[config.mk]
export PLATFORM = sky130hd
export DESIGN_NAME = serial_iface_wire_clock_select
export DESIGN_NICKNAME = d
export VERILOG_FILES = /design/src/shared/serial_iface_pkg.sv /design/src/serial_edge_detect.sv /design/src/serial_iface_wire_clock_select.sv
export VERILOG_INCLUDE_DIRS = /design/src /design/src/shared
export SDC_FILE = /design/constraint.sdc
export NUM_CORES = 1
export LEC_CHECK = 0
export BUFFER_PORTS_ARGS = -buffer_cell sky130_fd_sc_hd__clkbuf_2
export CORE_UTILIZATION = 30
export DETAILED_ROUTE_END_ITERATION = 10
export PLACE_DENSITY = 0.53
export SLEW_MARGIN = 20
export SYNTH_ARGS = -nofsm -noshare
export SYNTH_HDL_FRONTEND = slang
export SYNTH_SLANG_ARGS = --single-unit
[constraint.sdc]
create_clock -name clock -period 4.5 [get_ports clock]
set_clock_uncertainty 0.05 [all_clocks]
set_input_delay 1.35 -clock clock [delete_from_list [all_inputs] [get_ports clock]]
set_output_delay 1.35 -clock clock [all_outputs]
set_load 0.05 [all_outputs]
[src/shared/serial_iface_params.svh]
`ifndef SERIAL_IFACE_PARAMS_SVH
`define SERIAL_IFACE_PARAMS_SVH

// Register offsets on the plain register port.
`define SI_ADDR_CTRL 2'h0
`define SI_ADDR_STATUS 2'h1
`define SI_ADDR_DATA 2'h2
`define SI_ADDR_BUFFER 2'h3

// Control register field positions.
`define SI_CTRL_SIE 7
`define SI_CTRL_OIE 6
`define SI_CTRL_WM_HI 5
`define SI_CTRL_WM_LO 4
`define SI_CTRL_CS_HI 3
`define SI_CTRL_CS_LO 2
`define SI_CTRL_CLK 1
`define SI_CTRL_TC 0

// Status register field positions.
`define SI_STAT_SIF 7
`define SI_STAT_OIF 6
`define SI_STAT_PF 5
`define SI_STAT_DC 4
`define SI_STAT_CNT_HI 3

// Reset values and counter constants.
`define SI_CTRL_RST 6'h00
`define SI_DATA_RST 8'h00
`define SI_CNT_RST 4'h0
`define SI_CNT_MAX 4'hf
`define SI_CNT_STEP 4'h1
`define SI_READ_IDLE 8'h00
`define SI_STROBE_READ 2'h0

`endif

[src/shared/serial_iface_pkg.sv]
package serial_iface_pkg;

    // Wire mode field encodings.
    typedef enum logic [1:0] {
        WIRE_OFF = 2'b00,
        WIRE_THREE = 2'b01,
        WIRE_TWO = 2'b10,
        WIRE_TWO_HOLD = 2'b11
    } wire_mode_e;

    // Clock source field encodings.
    typedef enum logic [1:0] {
        CLK_SOFT = 2'b00,
        CLK_TIMER = 2'b01,
        CLK_EXT_POS = 2'b10,
        CLK_EXT_NEG = 2'b11
    } clk_src_e;

endpackage : serial_iface_pkg

[src/serial_edge_detect.sv]
`timescale 1ns/1ps
`default_nettype none

module serial_edge_detect (
    input wire logic clock,
    input wire logic nrst,
    input wire logic level,
    output logic prevLevel,
    output logic rise,
    output logic fall
);

    logic prev_q;
    logic prev_d;

    // Idle lines float high, so reset to one avoids a false fall.
    always_comb begin
        prev_d = level;
    end

    always_ff @(posedge clock or negedge nrst) begin
        if (!nrst) begin
            prev_q <= 1'b1;
        end else begin
            prev_q <= prev_d;
        end
    end

    // Edges compare the present level with last cycle's.
    assign prevLevel = prev_q;
    assign rise = level & ~prev_q;
    assign fall = ~level & prev_q;

endmodule : serial_edge_detect

`default_nettype wire

[src/serial_iface_wire_clock_select.sv]
// Contract
// - Wire mode zero: pins act as port
// - Wire mode affects outputs only, inputs always
// - Three-wire: shift output replaces port bit
// - Three-wire: data-in and clock pins unchanged
// - Two-wire: open-drain, enabled by direction bits
// - Data line low if shift or port zero
// - Clock line low if port zero or hold
// - Start condition holds clock until flag cleared
// - Mode 11 also holds on counter overflow
// - Two-wire disables normal port function
// - Clock source select; external latch opposite edge
// - Internal clocking: output latch transparent
// - Source zero: strobe clocks register and counter
// - External source: strobe bit selects counter clock
// - Source 01: timer compare matches clock both
// - External edge polarity; counter on both edges
// - Strobe bit set: toggle strobe clocks counter
// - Overflow flag on wrap, cleared by one
// - Strobe bits read back as zero
//
// Implementation choices: the plain strobed port and the register offsets.
`timescale 1ns/1ps
`default_nettype none
`include "serial_iface_params.svh"

module serial_iface_wire_clock_select (
    input wire logic clock,
    input wire logic nrst,
    input wire logic [1:0] regAddr,
    input wire logic [7:0] regWrData,
    input wire logic regWr,
    input wire logic regRd,
    output logic [7:0] regRdData,
    input wire logic timerMatchA,
    input wire logic timerMatch,
    input wire logic portOutDo,
    input wire logic portOutSda,
    input wire logic portOutScl,
    input wire logic dirDo,
    input wire logic dirSda,
    input wire logic dirScl,
    input wire logic sdaPinIn,
    input wire logic sclPinIn,
    output logic doPinOut,
    output logic doPinOe,
    output logic doPullUp,
    output logic sdaPinOut,
    output logic sdaPinOe,
    output logic sdaPullUp,
    output logic sclPinOut,
    output logic sclPinOe,
    output logic sclPullUp,
    output logic toggleClkPort
);

    ////////////////////////////////////////////////////////////////////////
    // Helpers.

    // True for both two-wire encodings.
    function automatic logic isTwoWire(input serial_iface_pkg::wire_mode_e wm);
        isTwoWire = (wm == serial_iface_pkg::WIRE_TWO) ||
                    (wm == serial_iface_pkg::WIRE_TWO_HOLD);
    endfunction : isTwoWire

    ////////////////////////////////////////////////////////////////////////
    // State.

    logic [5:0] ctrl_q, ctrl_d;
    logic clkSel_q, clkSel_d;
    logic [7:0] data_q, data_d;
    logic [7:0] buffer_q, buffer_d;
    logic [3:0] count_q, count_d;
    logic startFlag_q, startFlag_d;
    logic ovfFlag_q, ovfFlag_d;
    logic stopFlag_q, stopFlag_d;
    logic outLatch_q, outLatch_d;
    logic toggle_q, toggle_d;
    logic [7:0] rdData_q, rdData_d;
    logic doOut_q, doOut_d;
    logic doOe_q, doOe_d;
    logic doPull_q, doPull_d;
    logic sdaOut_q, sdaOut_d;
    logic sdaOe_q, sdaOe_d;
    logic sdaPull_q, sdaPull_d;
    logic sclOut_q, sclOut_d;
    logic sclOe_q, sclOe_d;
    logic sclPull_q, sclPull_d;

    logic sdaPrev, sdaRise, sdaFall, sclRise, sclFall;
    logic ctrlWr, statWr, dataWr, strobeClk, strobeTc;
    logic shiftTick, countTick, overflow, startEvt, stopEvt;
    logic latchOpen, clockHold, collision;
    serial_iface_pkg::wire_mode_e wireNow;
    serial_iface_pkg::clk_src_e clkSrc;

    ////////////////////////////////////////////////////////////////////////
    // Input edge detection runs in every mode.

    // Inputs keep their function whatever the wire mode says.
    serial_edge_detect sdaEdge (
        .clock(clock),
        .nrst(nrst),
        .level(sdaPinIn),
        .prevLevel(sdaPrev),
        .rise(sdaRise),
        .fall(sdaFall)
    );

    serial_edge_detect sclEdge (
        .clock(clock),
        .nrst(nrst),
        .level(sclPinIn),
        .prevLevel(),
        .rise(sclRise),
        .fall(sclFall)
    );

    ////////////////////////////////////////////////////////////////////////
    // Core next-state logic: control, shifter, counter and flags.

    // A clock source or select write takes effect in its own cycle (wire mode a cycle later), so a strobe written
    // together with a new clock source already uses that source.
    always_comb begin
        ctrlWr = regWr && (regAddr == `SI_ADDR_CTRL);
        statWr = regWr && (regAddr == `SI_ADDR_STATUS);
        dataWr = regWr && (regAddr == `SI_ADDR_DATA);
        ctrl_d = ctrlWr ? regWrData[7:2] : ctrl_q;
        clkSel_d = ctrlWr ? regWrData[`SI_CTRL_CLK] : clkSel_q;
        clkSrc = serial_iface_pkg::clk_src_e'(ctrl_d[1:0]);
        // A strobe exists only in its write cycle, one pulse per write.
        strobeClk = ctrlWr && regWrData[`SI_CTRL_CLK];
        strobeTc = ctrlWr && regWrData[`SI_CTRL_TC];
        shiftTick = 1'b0;
        countTick = 1'b0;
        case (clkSrc)
            serial_iface_pkg::CLK_SOFT: begin
                shiftTick = strobeClk;
                countTick = strobeClk;
            end
            serial_iface_pkg::CLK_TIMER: begin
                shiftTick = timerMatchA;
                countTick = timerMatch;
            end
            serial_iface_pkg::CLK_EXT_POS: begin
                shiftTick = sclRise;
                // The strobe bit now selects, it no longer strobes.
                countTick = clkSel_d ? strobeTc : (sclRise | sclFall);
            end
            serial_iface_pkg::CLK_EXT_NEG: begin
                shiftTick = sclFall;
                countTick = clkSel_d ? strobeTc : (sclRise | sclFall);
            end
            default: begin
                shiftTick = 1'b0;
                countTick = 1'b0;
            end
        endcase
        // A software write beats a shift in the same cycle; the bit
        // shifted in is the data level seen one cycle earlier.
        if (dataWr) begin
            data_d = regWrData;
        end else if (shiftTick) begin
            data_d = {data_q[6:0], sdaPrev};
        end else begin
            data_d = data_q;
        end
        overflow = countTick && !statWr && (count_q == `SI_CNT_MAX);
        if (statWr) begin
            count_d = regWrData[`SI_STAT_CNT_HI:0];
        end else if (countTick) begin
            count_d = count_q + `SI_CNT_STEP;
        end else begin
            count_d = count_q;
        end
        // A status write blocks the set, so a clear written in that cycle wins.
        ovfFlag_d = overflow ||
                    (ovfFlag_q && !(statWr && regWrData[`SI_STAT_OIF]));
        buffer_d = overflow ? data_d : buffer_q;
        // Start detector is off with outputs disabled.
        wireNow = serial_iface_pkg::wire_mode_e'(ctrl_q[3:2]);
        if (isTwoWire(wireNow)) begin
            startEvt = sdaFall && sclPinIn;
            stopEvt = sdaRise && sclPinIn;
        end else if (wireNow == serial_iface_pkg::WIRE_THREE) begin
            startEvt = sclRise || sclFall;
            stopEvt = 1'b0;
        end else begin
            startEvt = 1'b0;
            stopEvt = 1'b0;
        end
        startFlag_d = startEvt ||
                      (startFlag_q && !(statWr && regWrData[`SI_STAT_SIF]));
        stopFlag_d = stopEvt ||
                     (stopFlag_q && !(statWr && regWrData[`SI_STAT_PF]));
        // Internal sources keep the latch open; external sources open it
        // only in the half period before the sampling edge.
        if (clkSrc[1] == 1'b0) begin
            latchOpen = 1'b1;
        end else begin
            latchOpen = sclPinIn ^ ~clkSrc[0];
        end
        outLatch_d = latchOpen ? data_d[7] : outLatch_q;
        // Port logic flips the clock pin's port bit on this pulse.
        toggle_d = strobeTc;
    end

    // Core state registers.
    always_ff @(posedge clock or negedge nrst) begin
        if (!nrst) begin
            ctrl_q <= `SI_CTRL_RST;
            clkSel_q <= 1'b0;
            data_q <= `SI_DATA_RST;
            buffer_q <= `SI_DATA_RST;
            count_q <= `SI_CNT_RST;
            startFlag_q <= 1'b0;
            ovfFlag_q <= 1'b0;
            stopFlag_q <= 1'b0;
            outLatch_q <= 1'b0;
            toggle_q <= 1'b0;
        end else begin
            ctrl_q <= ctrl_d;
            clkSel_q <= clkSel_d;
            data_q <= data_d;
            buffer_q <= buffer_d;
            count_q <= count_d;
            startFlag_q <= startFlag_d;
            ovfFlag_q <= ovfFlag_d;
            stopFlag_q <= stopFlag_d;
            outLatch_q <= outLatch_d;
            toggle_q <= toggle_d;
        end
    end

    ////////////////////////////////////////////////////////////////////////
    // Pin drive logic.

    // Pins are registered, so they trail the state by one cycle; this
    // costs one system clock of latency but keeps outputs glitch free.
    always_comb begin
        clockHold = (isTwoWire(wireNow) && startFlag_q) ||
                    ((wireNow == serial_iface_pkg::WIRE_TWO_HOLD) &&
                     ovfFlag_q);
        doOut_d = portOutDo;
        doOe_d = dirDo;
        doPull_d = ~dirDo & portOutDo;
        sdaOut_d = portOutSda;
        sdaOe_d = dirSda;
        sdaPull_d = ~dirSda & portOutSda;
        sclOut_d = portOutScl;
        sclOe_d = dirScl;
        sclPull_d = ~dirScl & portOutScl;
        case (wireNow)
            serial_iface_pkg::WIRE_OFF: begin
                doOut_d = portOutDo;
            end
            serial_iface_pkg::WIRE_THREE: begin
                // Direction and pull-up stay with the port bits.
                doOut_d = outLatch_q;
                sdaOut_d = portOutSda;
                sclOut_d = portOutScl;
            end
            serial_iface_pkg::WIRE_TWO,
            serial_iface_pkg::WIRE_TWO_HOLD: begin
                // Open drain: only ever drive low, never high.
                sdaOut_d = 1'b0;
                sdaOe_d = dirSda & (~outLatch_q | ~portOutSda);
                sdaPull_d = 1'b0;
                sclOut_d = 1'b0;
                sclOe_d = dirScl & (~portOutScl | clockHold);
                sclPull_d = 1'b0;
            end
            default: begin
                doOut_d = portOutDo;
            end
        endcase
    end

    // Pin registers.
    always_ff @(posedge clock or negedge nrst) begin
        if (!nrst) begin
            doOut_q <= 1'b0;
            doOe_q <= 1'b0;
            doPull_q <= 1'b0;
            sdaOut_q <= 1'b0;
            sdaOe_q <= 1'b0;
            sdaPull_q <= 1'b0;
            sclOut_q <= 1'b0;
            sclOe_q <= 1'b0;
            sclPull_q <= 1'b0;
        end else begin
            doOut_q <= doOut_d;
            doOe_q <= doOe_d;
            doPull_q <= doPull_d;
            sdaOut_q <= sdaOut_d;
            sdaOe_q <= sdaOe_d;
            sdaPull_q <= sdaPull_d;
            sclOut_q <= sclOut_d;
            sclOe_q <= sclOe_d;
            sclPull_q <= sclPull_d;
        end
    end

    ////////////////////////////////////////////////////////////////////////
    // Register read port.

    // Read data stand only in the cycle after the strobe, else zero.
    always_comb begin
        collision = isTwoWire(wireNow) && (data_q[7] != sdaPinIn);
        rdData_d = `SI_READ_IDLE;
        if (regRd) begin
            case (regAddr)
                `SI_ADDR_CTRL: begin
                    rdData_d = {ctrl_q, `SI_STROBE_READ};
                end
                `SI_ADDR_STATUS: begin
                    rdData_d = {startFlag_q, ovfFlag_q, stopFlag_q,
                                collision, count_q};
                end
                `SI_ADDR_DATA: begin
                    rdData_d = data_q;
                end
                `SI_ADDR_BUFFER: begin
                    rdData_d = buffer_q;
                end
                default: begin
                    rdData_d = `SI_READ_IDLE;
                end
            endcase
        end
    end

    // Read data register.
    always_ff @(posedge clock or negedge nrst) begin
        if (!nrst) begin
            rdData_q <= `SI_READ_IDLE;
        end else begin
            rdData_q <= rdData_d;
        end
    end

    ////////////////////////////////////////////////////////////////////////
    // Outputs, all straight from flip-flops.

    assign regRdData = rdData_q;
    assign toggleClkPort = toggle_q;
    assign doPinOut = doOut_q;
    assign doPinOe = doOe_q;
    assign doPullUp = doPull_q;
    assign sdaPinOut = sdaOut_q;
    assign sdaPinOe = sdaOe_q;
    assign sdaPullUp = sdaPull_q;
    assign sclPinOut = sclOut_q;
    assign sclPinOe = sclOe_q;
    assign sclPullUp = sclPull_q;

endmodule : serial_iface_wire_clock_select

`default_nettype wire

==> reports/metrics.yaml, run 1 <==
status:
  status: "complete, no violations"
routing:
  wl_per_cell_um: 17.0
  antenna_left: 0
  drt_iter0_markers: 76
  via_per_inst: 5.13
  post-route-drc-count: 0
  finalWirelength_um: 6670
  routed-via-count: 2015
  first_pass_iters: 4
pwr:
  clock_power_share_pct: 22.5
  intPower_uw: 971
  p_leak_uw: 0.00138
  irDropWorstVdd_mv: 0.166
  p_per_area_nw_per_um2: 494
  p_switching_uw: 541
  switching_share_pct: 35.8
  pwr-share-comb_pct: 32.5
  p_seq_share_pct: 45.1
clocking:
  post_cts_buffers: 0
  path_clk_slew_ns: 0.10
  root_buffer: "clkbuf_8"
  postCtsResizedCells: 0
  cts_tree: "built"
  hold_buffers: 0
  worstSkewPairLatency_ns: 0.30
  clockBufferDepth: 2
  h-tree-depth: 2
  cts_inserted_buffers: 5
  cts_sinks: 51
setup_path:
  cp-start-kind: "input pin"
  arrival_ns: 3.56
  crit_type: "in -> reg"
  worstPathRequired_ns: 4.63
  crit_path_max_fanout: 16
  crit_path_end_kind: "register"
floorplan:
  placement_rows: 33
  ioPinCount: 42
  die_area_sq_um: 9070
  die_w_um: 95.3
  initial_core_util_pct: 31.4
  core-area_sq_um: 8300
  dieHeight_um: 95.3
logic_synthesis:
  synth-edff-count: 0
  synth.distinct_cells: 57
  syn_nets: 274
  synthCells: 247
  ys_warn_count: 0
  synth_flop_cell: "dfrtp_1"
  synth_seq_area_share_pct: 49.0
  ys_ff_latch: 51
  async_flop_share_pct: 100
  avgSynthCellArea_sq_um: 10.6
  synth_area_sq_um: 2610
finish:
  drive_gt1_share_pct: 26.4
  n_antenna_cell: 0
  fin_nets: 314
  layout_common_cells: "49 x dfrtp_1, 41 x clkbuf_2, 39 x nand2_1"
  area_growth_syn_to_layout_pct: 17.4
  final_common_cell: "dfrtp_1"
  final_cell_count_no_fill: 393
flow_run:
  maxCapViolations: 0
sta:
  tightest_slew_ns: 0.752
  fmax_mhz: 292
  setup_ws_ns: 1.07
  finalCritPeriodShare_pct: 76.2
  hold_viol: 0
  fin_crit_ns: 3.43
  final-setup-viol-count: 0
  final_max_slew_viol_count: 0
  hold_ws_ns: 0.448
  max_slew_margin_pct: 49.7
  setup-tns-final_ns: 0
  rsz0062_at_grt: "false"
placed_design:
  dp_slack_ns: 0.727
  dpl.cell_count: 384
  portBuffers: 41
  place_hpwl_um: 4820
  gp_congestion: 0.806
global_route:
  grt_pass1_wl_um: 10900
  grt_start_max_net_pins: 39
  antenna_found_initial: 0
  grt_use_total_pct: 16.1
  gr-total-overflow: 0
  grt_pass1_vias: 2046
hold_path:
  hold_class: "reg -> reg"
## critical path, cell delays in order
cell	delay [ns]
clkbuf_2	0.27
nor3b_2	0.71
mux2_2	0.47
o31a_1	0.25
o21ai_2	0.38
o31ai_1	0.12
## cell usage after synthesis, types with 2 or more instances
library cell / n / share of area, %
inv_1: 4 / 0.58
a211oi_1: 3 / 0.86
o31ai_1: 9 / 2.6
and3b_1: 3 / 1.0
a221oi_1: 2 / 0.67
nor2b_1: 9 / 2.2
nand2_1: 39 / 5.6
or3_1: 2 / 0.48
dfrtp_1: 49 / 47
o211ai_1: 3 / 0.86
mux2i_1: 2 / 0.77
nor3b_1: 2 / 0.58
and2_1: 8 / 1.9
a21boi_1: 2 / 0.58
dfstp_2: 2 / 2.0
nor2_1: 15 / 2.2
ha_1: 3 / 1.4
nor3_1: 9 / 1.7
a21boi_0: 4 / 1.2
a22oi_1: 2 / 0.58
nand3_1: 12 / 2.3
clkbuf_1: 5 / 0.72
mux4_2: 6 / 5.2
o22ai_1: 6 / 1.4
nand3b_1: 2 / 0.58
buf_2: 5 / 0.96
and3_1: 2 / 0.48
nand2b_1: 4 / 0.96
mux2_2: 5 / 2.2
## flip-flops by register name (all words and copies together) (netlist names), 4 cells and up
| name | count |
|---|---|
| count_q | 4 |
| data_q | 8 |
| buffer_q | 8 |
| ctrl_q | 6 |
| regRdData | 8 |
## final timing paths
kind	from	endpoint	slack (ns)	cells past startpoint
hold / removal	clkSel_q	clkSel_q	0.45	2
min in group asynchronous	nrst	sdaPinOe	0.92	1
setup / recovery	regAddr[0]	buffer_q[4]	1.07	6
setup reg to reg	sclEdge.prevLevel	buffer_q[4]	2.14	6
hold reg to reg	clkSel_q	clkSel_q	0.45	2
max in group asynchronous	nrst	buffer_q[2]	2.73	3
## metrics by stage
stage          instance area [sq um]  util (%)  power, uW
6_report                        3060      36.9       1510
5_1_grt                         3060      36.9       1610
4_1_cts                         3030      36.6       1520
3_5_place_dp                    2910      35.1       1180
3_3_place_gp                    2910      35.1       1170
2_1_floorplan                   2610         -       1030
## power groups by stage
stage	Combinational [uW]	Sequential [uW]	Clock, uW
3_5_place_dp	491	688	0
3_3_place_gp	487	688	0
6_report	491	681	340
4_1_cts	492	680	350
5_1_grt	544	698	371
2_1_floorplan	300	733	0
## routing by layer
| layer | GRT usage (%) | share of wire [%] | up-vias |
|---|---|---|---|
| met5 | 0 | 0 | - |
| met4 | 4.80 | 1.4 | 0 |
| met3 | 2.87 | 4.0 | 11 |
| met2 | 26.4 | 47 | 51 |
| met1 | 21.5 | 48 | 989 |
| li1 | - | - | 964 |
## kinds of logic after synthesis
logic type / count (synthesis) / share of synthesized area, %
compound gates: 44 / 13.4
xor+xnor: 2 / 0.672
fa+ha+maj: 3 / 1.44
buf+inv: 15 / 2.40
flops: 51 / 49.0
mux: 14 / 8.68
simple gates: 118 / 24.4
## area by class of cell
class	count	area, sq um
Fill cell	850	5240
Timing Repair Buffer	44	248
Clock inverter	2	38.8
Sequential cell	51	1280
Inverter	4	15.0
Tap cell	105	131
Clock buffer	6	82.6
Multi-Input combinational cell	181	1270
No activity file was read; power rests on OpenSTA's default activity.
==> run 2: changes to the inputs <==
Clock period 4.5 ns to 3.4 ns, I/O delays scaled along.
==> reports/metrics.yaml, run 2 (synthesized netlist as in run 1, its figures left out) <==
placed_design:
  place_hpwl_um: 4790
  dp_slack_ns: 0.350
  portBuffers: 41
  gp_congestion: 0.817
pwr:
  p_per_area_nw_per_um2: 649
  power_uw: 1990
  p_leak_uw: 0.00138
  irDropWorstVdd_mv: 0.284
sta:
  max_slew_margin_pct: 54.3
  setup-tns-final_ns: 0
  fmax_mhz: 381
  tightest_slew_ns: 0.685
  finalCritPeriodShare_pct: 77.2
  setup_ws_ns: 0.774
  final-setup-viol-count: 0
  hold_ws_ns: 0.442
  final_max_slew_viol_count: 0
  fin_crit_ns: 2.63
  rsz0062_at_grt: "false"
  hold_viol: 0
global_route:
  grt_use_total_pct: 16.5
  gr-total-overflow: 0
  grt_start_max_net_pins: 52
  grt_pass1_vias: 2183
  antenna_found_initial: 0
  grt_pass1_wl_um: 11200
clocking:
  cts_sinks: 51
  cts_tree: "built"
  path_clk_slew_ns: 0.10
  postCtsResizedCells: 0
  h-tree-depth: 2
  post_cts_buffers: 0
  hold_buffers: 0
  worstSkewPairLatency_ns: 0.31
  clockBufferDepth: 2
  root_buffer: "clkbuf_8"
  cts_inserted_buffers: 5
finish:
  n_antenna_cell: 0
  layout_common_cells: "49 x dfrtp_1, 41 x clkbuf_2, 39 x nand2_1"
  fin_nets: 318
  final_common_cell: "dfrtp_1"
  drive_gt1_share_pct: 27.7
  area_growth_syn_to_layout_pct: 17.8
routing:
  first_pass_iters: 4
  post-route-drc-count: 0
  antenna_left: 0
  drt_iter0_markers: 78
  routed-via-count: 2037
  wl_per_cell_um: 17.0
  via_per_inst: 5.13
  finalWirelength_um: 6730
floorplan:
  die_area_sq_um: 9070
  initial_core_util_pct: 31.4
  dieHeight_um: 95.3
  ioPinCount: 42
  core-area_sq_um: 8300
  die_w_um: 95.3
  placement_rows: 33
setup_path:
  worstPathRequired_ns: 3.57
  crit_type: "in -> reg"
  r2r_cells: 5
  r2r_start: "sclEdge.prevLevel"
  cp-start-kind: "input pin"
  crit_path_end_kind: "register"
  crit_start: "sclPinIn"
  crit_path_max_fanout: 10
  arrival_ns: 2.80
flow_run:
  maxCapViolations: 0
hold_path:
  hold_class: "reg -> reg"
  min-delay-start: "ctrl_q[5]"
  whs_path_depth: 2
status:
  status: "complete, no violations"
run 2: changes by cell type in the layout (fill, tap and decap cells not counted):
cell / previous run / this run
clkinvlp_4: 0 / 1
o311ai_2: 0 / 1
buf_16: 1 / 0
buf_4: 2 / 7
clkbuf_8: 6 / 5
o311ai_1: 1 / 0
run 2: worst max-delay path, stage by stage:
cell	delay [ns]
clkbuf_2	0.12
inv_1	0.08
ha_1	0.34
nor3_1	0.31
o31a_1	0.46
o21ai_2	0.20
o31ai_1	0.25
run 2: layout make-up:
type | instances | area [sq um]
flip-flops and latches | 51 | 1280
multi-input cells | 181 | 1270
well taps | 105 | 131
fillers | 844 | 5230
repair buffers | 48 | 258
clock inverters | 3 | 46.3
clock buffers | 5 | 68.8
inverters | 4 | 15.0
run 2: power breakdown:
group / switching (uW) / leakage [uW] / internal (uW)
registers: 124 / 0.000612 / 771
logic: 379 / 0.000714 / 272
clock network: 225 / 0.0000548 / 222
total: 728 / 0.00138 / 1270
run 2: per-layer routing:
layer	track usage (%)	part of all wire (%)	up-vias
met1	21.9	45	987
met3	2.71	6.1	6
li1	-	-	984
met2	28.0	48	60
met4	3.41	0.85	0
met5	0	0	-
run 2: worst paths after layout:
path	to	slack [ns]
max	buffer_q[4]	0.77
min	ctrl_q[5]	0.44
max reg2reg	buffer_q[4]	1.23
min reg2reg	ctrl_q[5]	0.44
max in group asynchronous	buffer_q[3]	2.08
min in group asynchronous	sdaPinOe	0.76
run 2: metrics by stage:
step           instance area, sq um  util, %  instances
6_report                       3070     37.0        397
3_5_place_dp                   2950     35.5        389
2_1_floorplan                  2610        -        247
4_1_cts                        3070     36.9        397
5_1_grt                        3070     37.0        397
3_3_place_gp                   2950     35.5        389
==> run 3: changes to the inputs <==
Clock period 3.4 ns to 2.5 ns, I/O delays scaled along.
==> reports/metrics.yaml, run 3 (synthesized netlist as in run 1, its figures left out) <==
setup_path:
  cp-start-kind: "input pin"
  critical_path_buf_inv_count: 3
  path_cells: "clkbuf_2 > buf_4 > nor4b_1 > a22oi_2 > buf_12 > a211oi_1 > o31ai_1"
  critPathSlowestCell: "nor4b_1"
  crit_path_end_kind: "register"
  worstPathRequired_ns: 2.64
  crit_type: "in -> reg"
  arrival_ns: 2.39
  critPathMaxStageDelay_ns: 0.52
  crit_family: "compound AO/OA/AOI/OAI gates"
  crit_path_max_fanout: 16
clocking:
  root_buffer: "clkbuf_8"
  path_clk_slew_ns: 0.10
  cts_tree: "built"
  clockBufferDepth: 2
  h-tree-depth: 2
  post_cts_buffers: 0
  postCtsResizedCells: 0
  hold_buffers: 0
  worstSkewPairLatency_ns: 0.32
  cts_inserted_buffers: 5
  cts_sinks: 51
placed_design:
  postPlaceCellArea_sq_um: 3070
  dpl.cell_count: 403
  place_hpwl_um: 4830
  gp_congestion: 0.782
  portBuffers: 41
routing:
  drt_iter0_markers: 126
  routed-via-count: 2112
  wl_per_cell_um: 16.1
  via_per_inst: 5.14
  antenna_left: 0
  finalWirelength_um: 6600
  post-route-drc-count: 0
  first_pass_iters: 4
floorplan:
  ioPinCount: 42
  dieHeight_um: 95.3
  die_w_um: 95.3
  core-area_sq_um: 8300
  placement_rows: 33
  initial_core_util_pct: 31.4
  die_area_sq_um: 9070
pwr:
  p_per_area_nw_per_um2: 837
  pwr-share-comb_pct: 34.3
  p_switching_uw: 999
  irDropWorstVdd_mv: 0.319
  intPower_uw: 1650
  p_leak_uw: 0.00145
  clock_power_share_pct: 19.6
  switching_share_pct: 37.7
  p_seq_share_pct: 46.1
finish:
  n_antenna_cell: 0
  area_growth_syn_to_layout_pct: 21.3
  layout_common_cells: "49 x dfrtp_1, 41 x clkbuf_2, 39 x nand2_1"
  drive_gt1_share_pct: 30.7
  fin_area_sq_um: 3170
  fin_nets: 332
  multi_input_area_sq_um: 1270
  final_common_cell: "dfrtp_1"
  fillers: 839
  final_cell_count_no_fill: 411
  regArea_sq_um: 1280
flow_run:
  maxCapViolations: 0
global_route:
  grt_pass1_vias: 2071
  antenna_found_initial: 0
  gr-total-overflow: 0
  grt_use_total_pct: 15.8
  grt_start_max_net_pins: 52
  grt_pass1_wl_um: 10600
sta:
  rsz0062_at_grt: "false"
  setup-tns-final_ns: 0
  hold_viol: 0
  fmax_mhz: 444
  tightest_slew_ns: 0.698
  final_max_slew_viol_count: 0
  max_slew_margin_pct: 53.1
  finalCritPeriodShare_pct: 90.0
  fin_crit_ns: 2.25
  final-setup-viol-count: 0
status:
  status: "complete, no violations"
hold_path:
  hold_class: "reg -> reg"
## run 3: cell count changes in the layout (fill, tap and decap cells not counted), sizes merged
cell | before | now
buf | 7 | 21
clkinv | 0 | 2
bufinv | 1 | 0
clkinvlp | 1 | 0
## run 3: tightest hold or removal path, cell delays in order, from the launching register on
cell and delay [ns]:
dfrtp_1 0.36, nand2_1 0.05, nand2_1 0.05
## run 3: layout make-up
| type | count | share of cell area (%) |
|---|---|---|
| tap | 105 | 4.15 |
| clock buffer | 5 | 2.17 |
| multi-input combinational | 181 | 40.0 |
| inverter | 4 | 0.474 |
| clock inverter | 3 | 0.909 |
| sequential | 51 | 40.4 |
| timing repair buffer | 62 | 11.9 |
## run 3: final timing paths
kind                                   start           to  slack (ns)  cells after the start
min in group asynchronous               nrst    sdaPinOut        0.48                      2
min reg2reg                        ctrl_q[4]    ctrl_q[4]        0.44                      2
max in group asynchronous               nrst  buffer_q[0]        1.46                      2
max                               regAddr[0]  buffer_q[6]        0.25                      7
max reg2reg                sclEdge.prevLevel  buffer_q[5]        0.53                      7
min                                ctrl_q[4]    ctrl_q[4]        0.44                      2
## run 3: metal layers
layer | up-vias | global-route usage (%) | share of wire (%)
met3 | 13 | 3.99 | 5.1
met1 | 1033 | 20.9 | 48
li1 | 1007 | - | -
met4 | 0 | 6.06 | 2.1
met5 | - | 0 | 0
met2 | 59 | 24.8 | 45
## run 3: power groups by stage
stage                     clock, uW  sequential [uW]  combinational (uW)
after detailed placement          0             1240                 912
after global routing            574             1250                1000
after floorplan                   0             1320                 541
after CTS                       543             1220                 916
final                           520             1220                 908
after global placement            0             1240                 902
## run 3: through the flow
stage	hold WS, ns	power [uW]	worst slack, ns	util, %
2_1_floorplan	0.390	1860	0.204	-
3_3_place_gp	0.414	2140	0.00598	37.0
3_5_place_dp	0.418	2150	-0.00530	37.0
4_1_cts	0.445	2680	0.294	38.1
5_1_grt	0.476	2830	0.133	38.1
6_report	0.442	2650	0.250	38.1
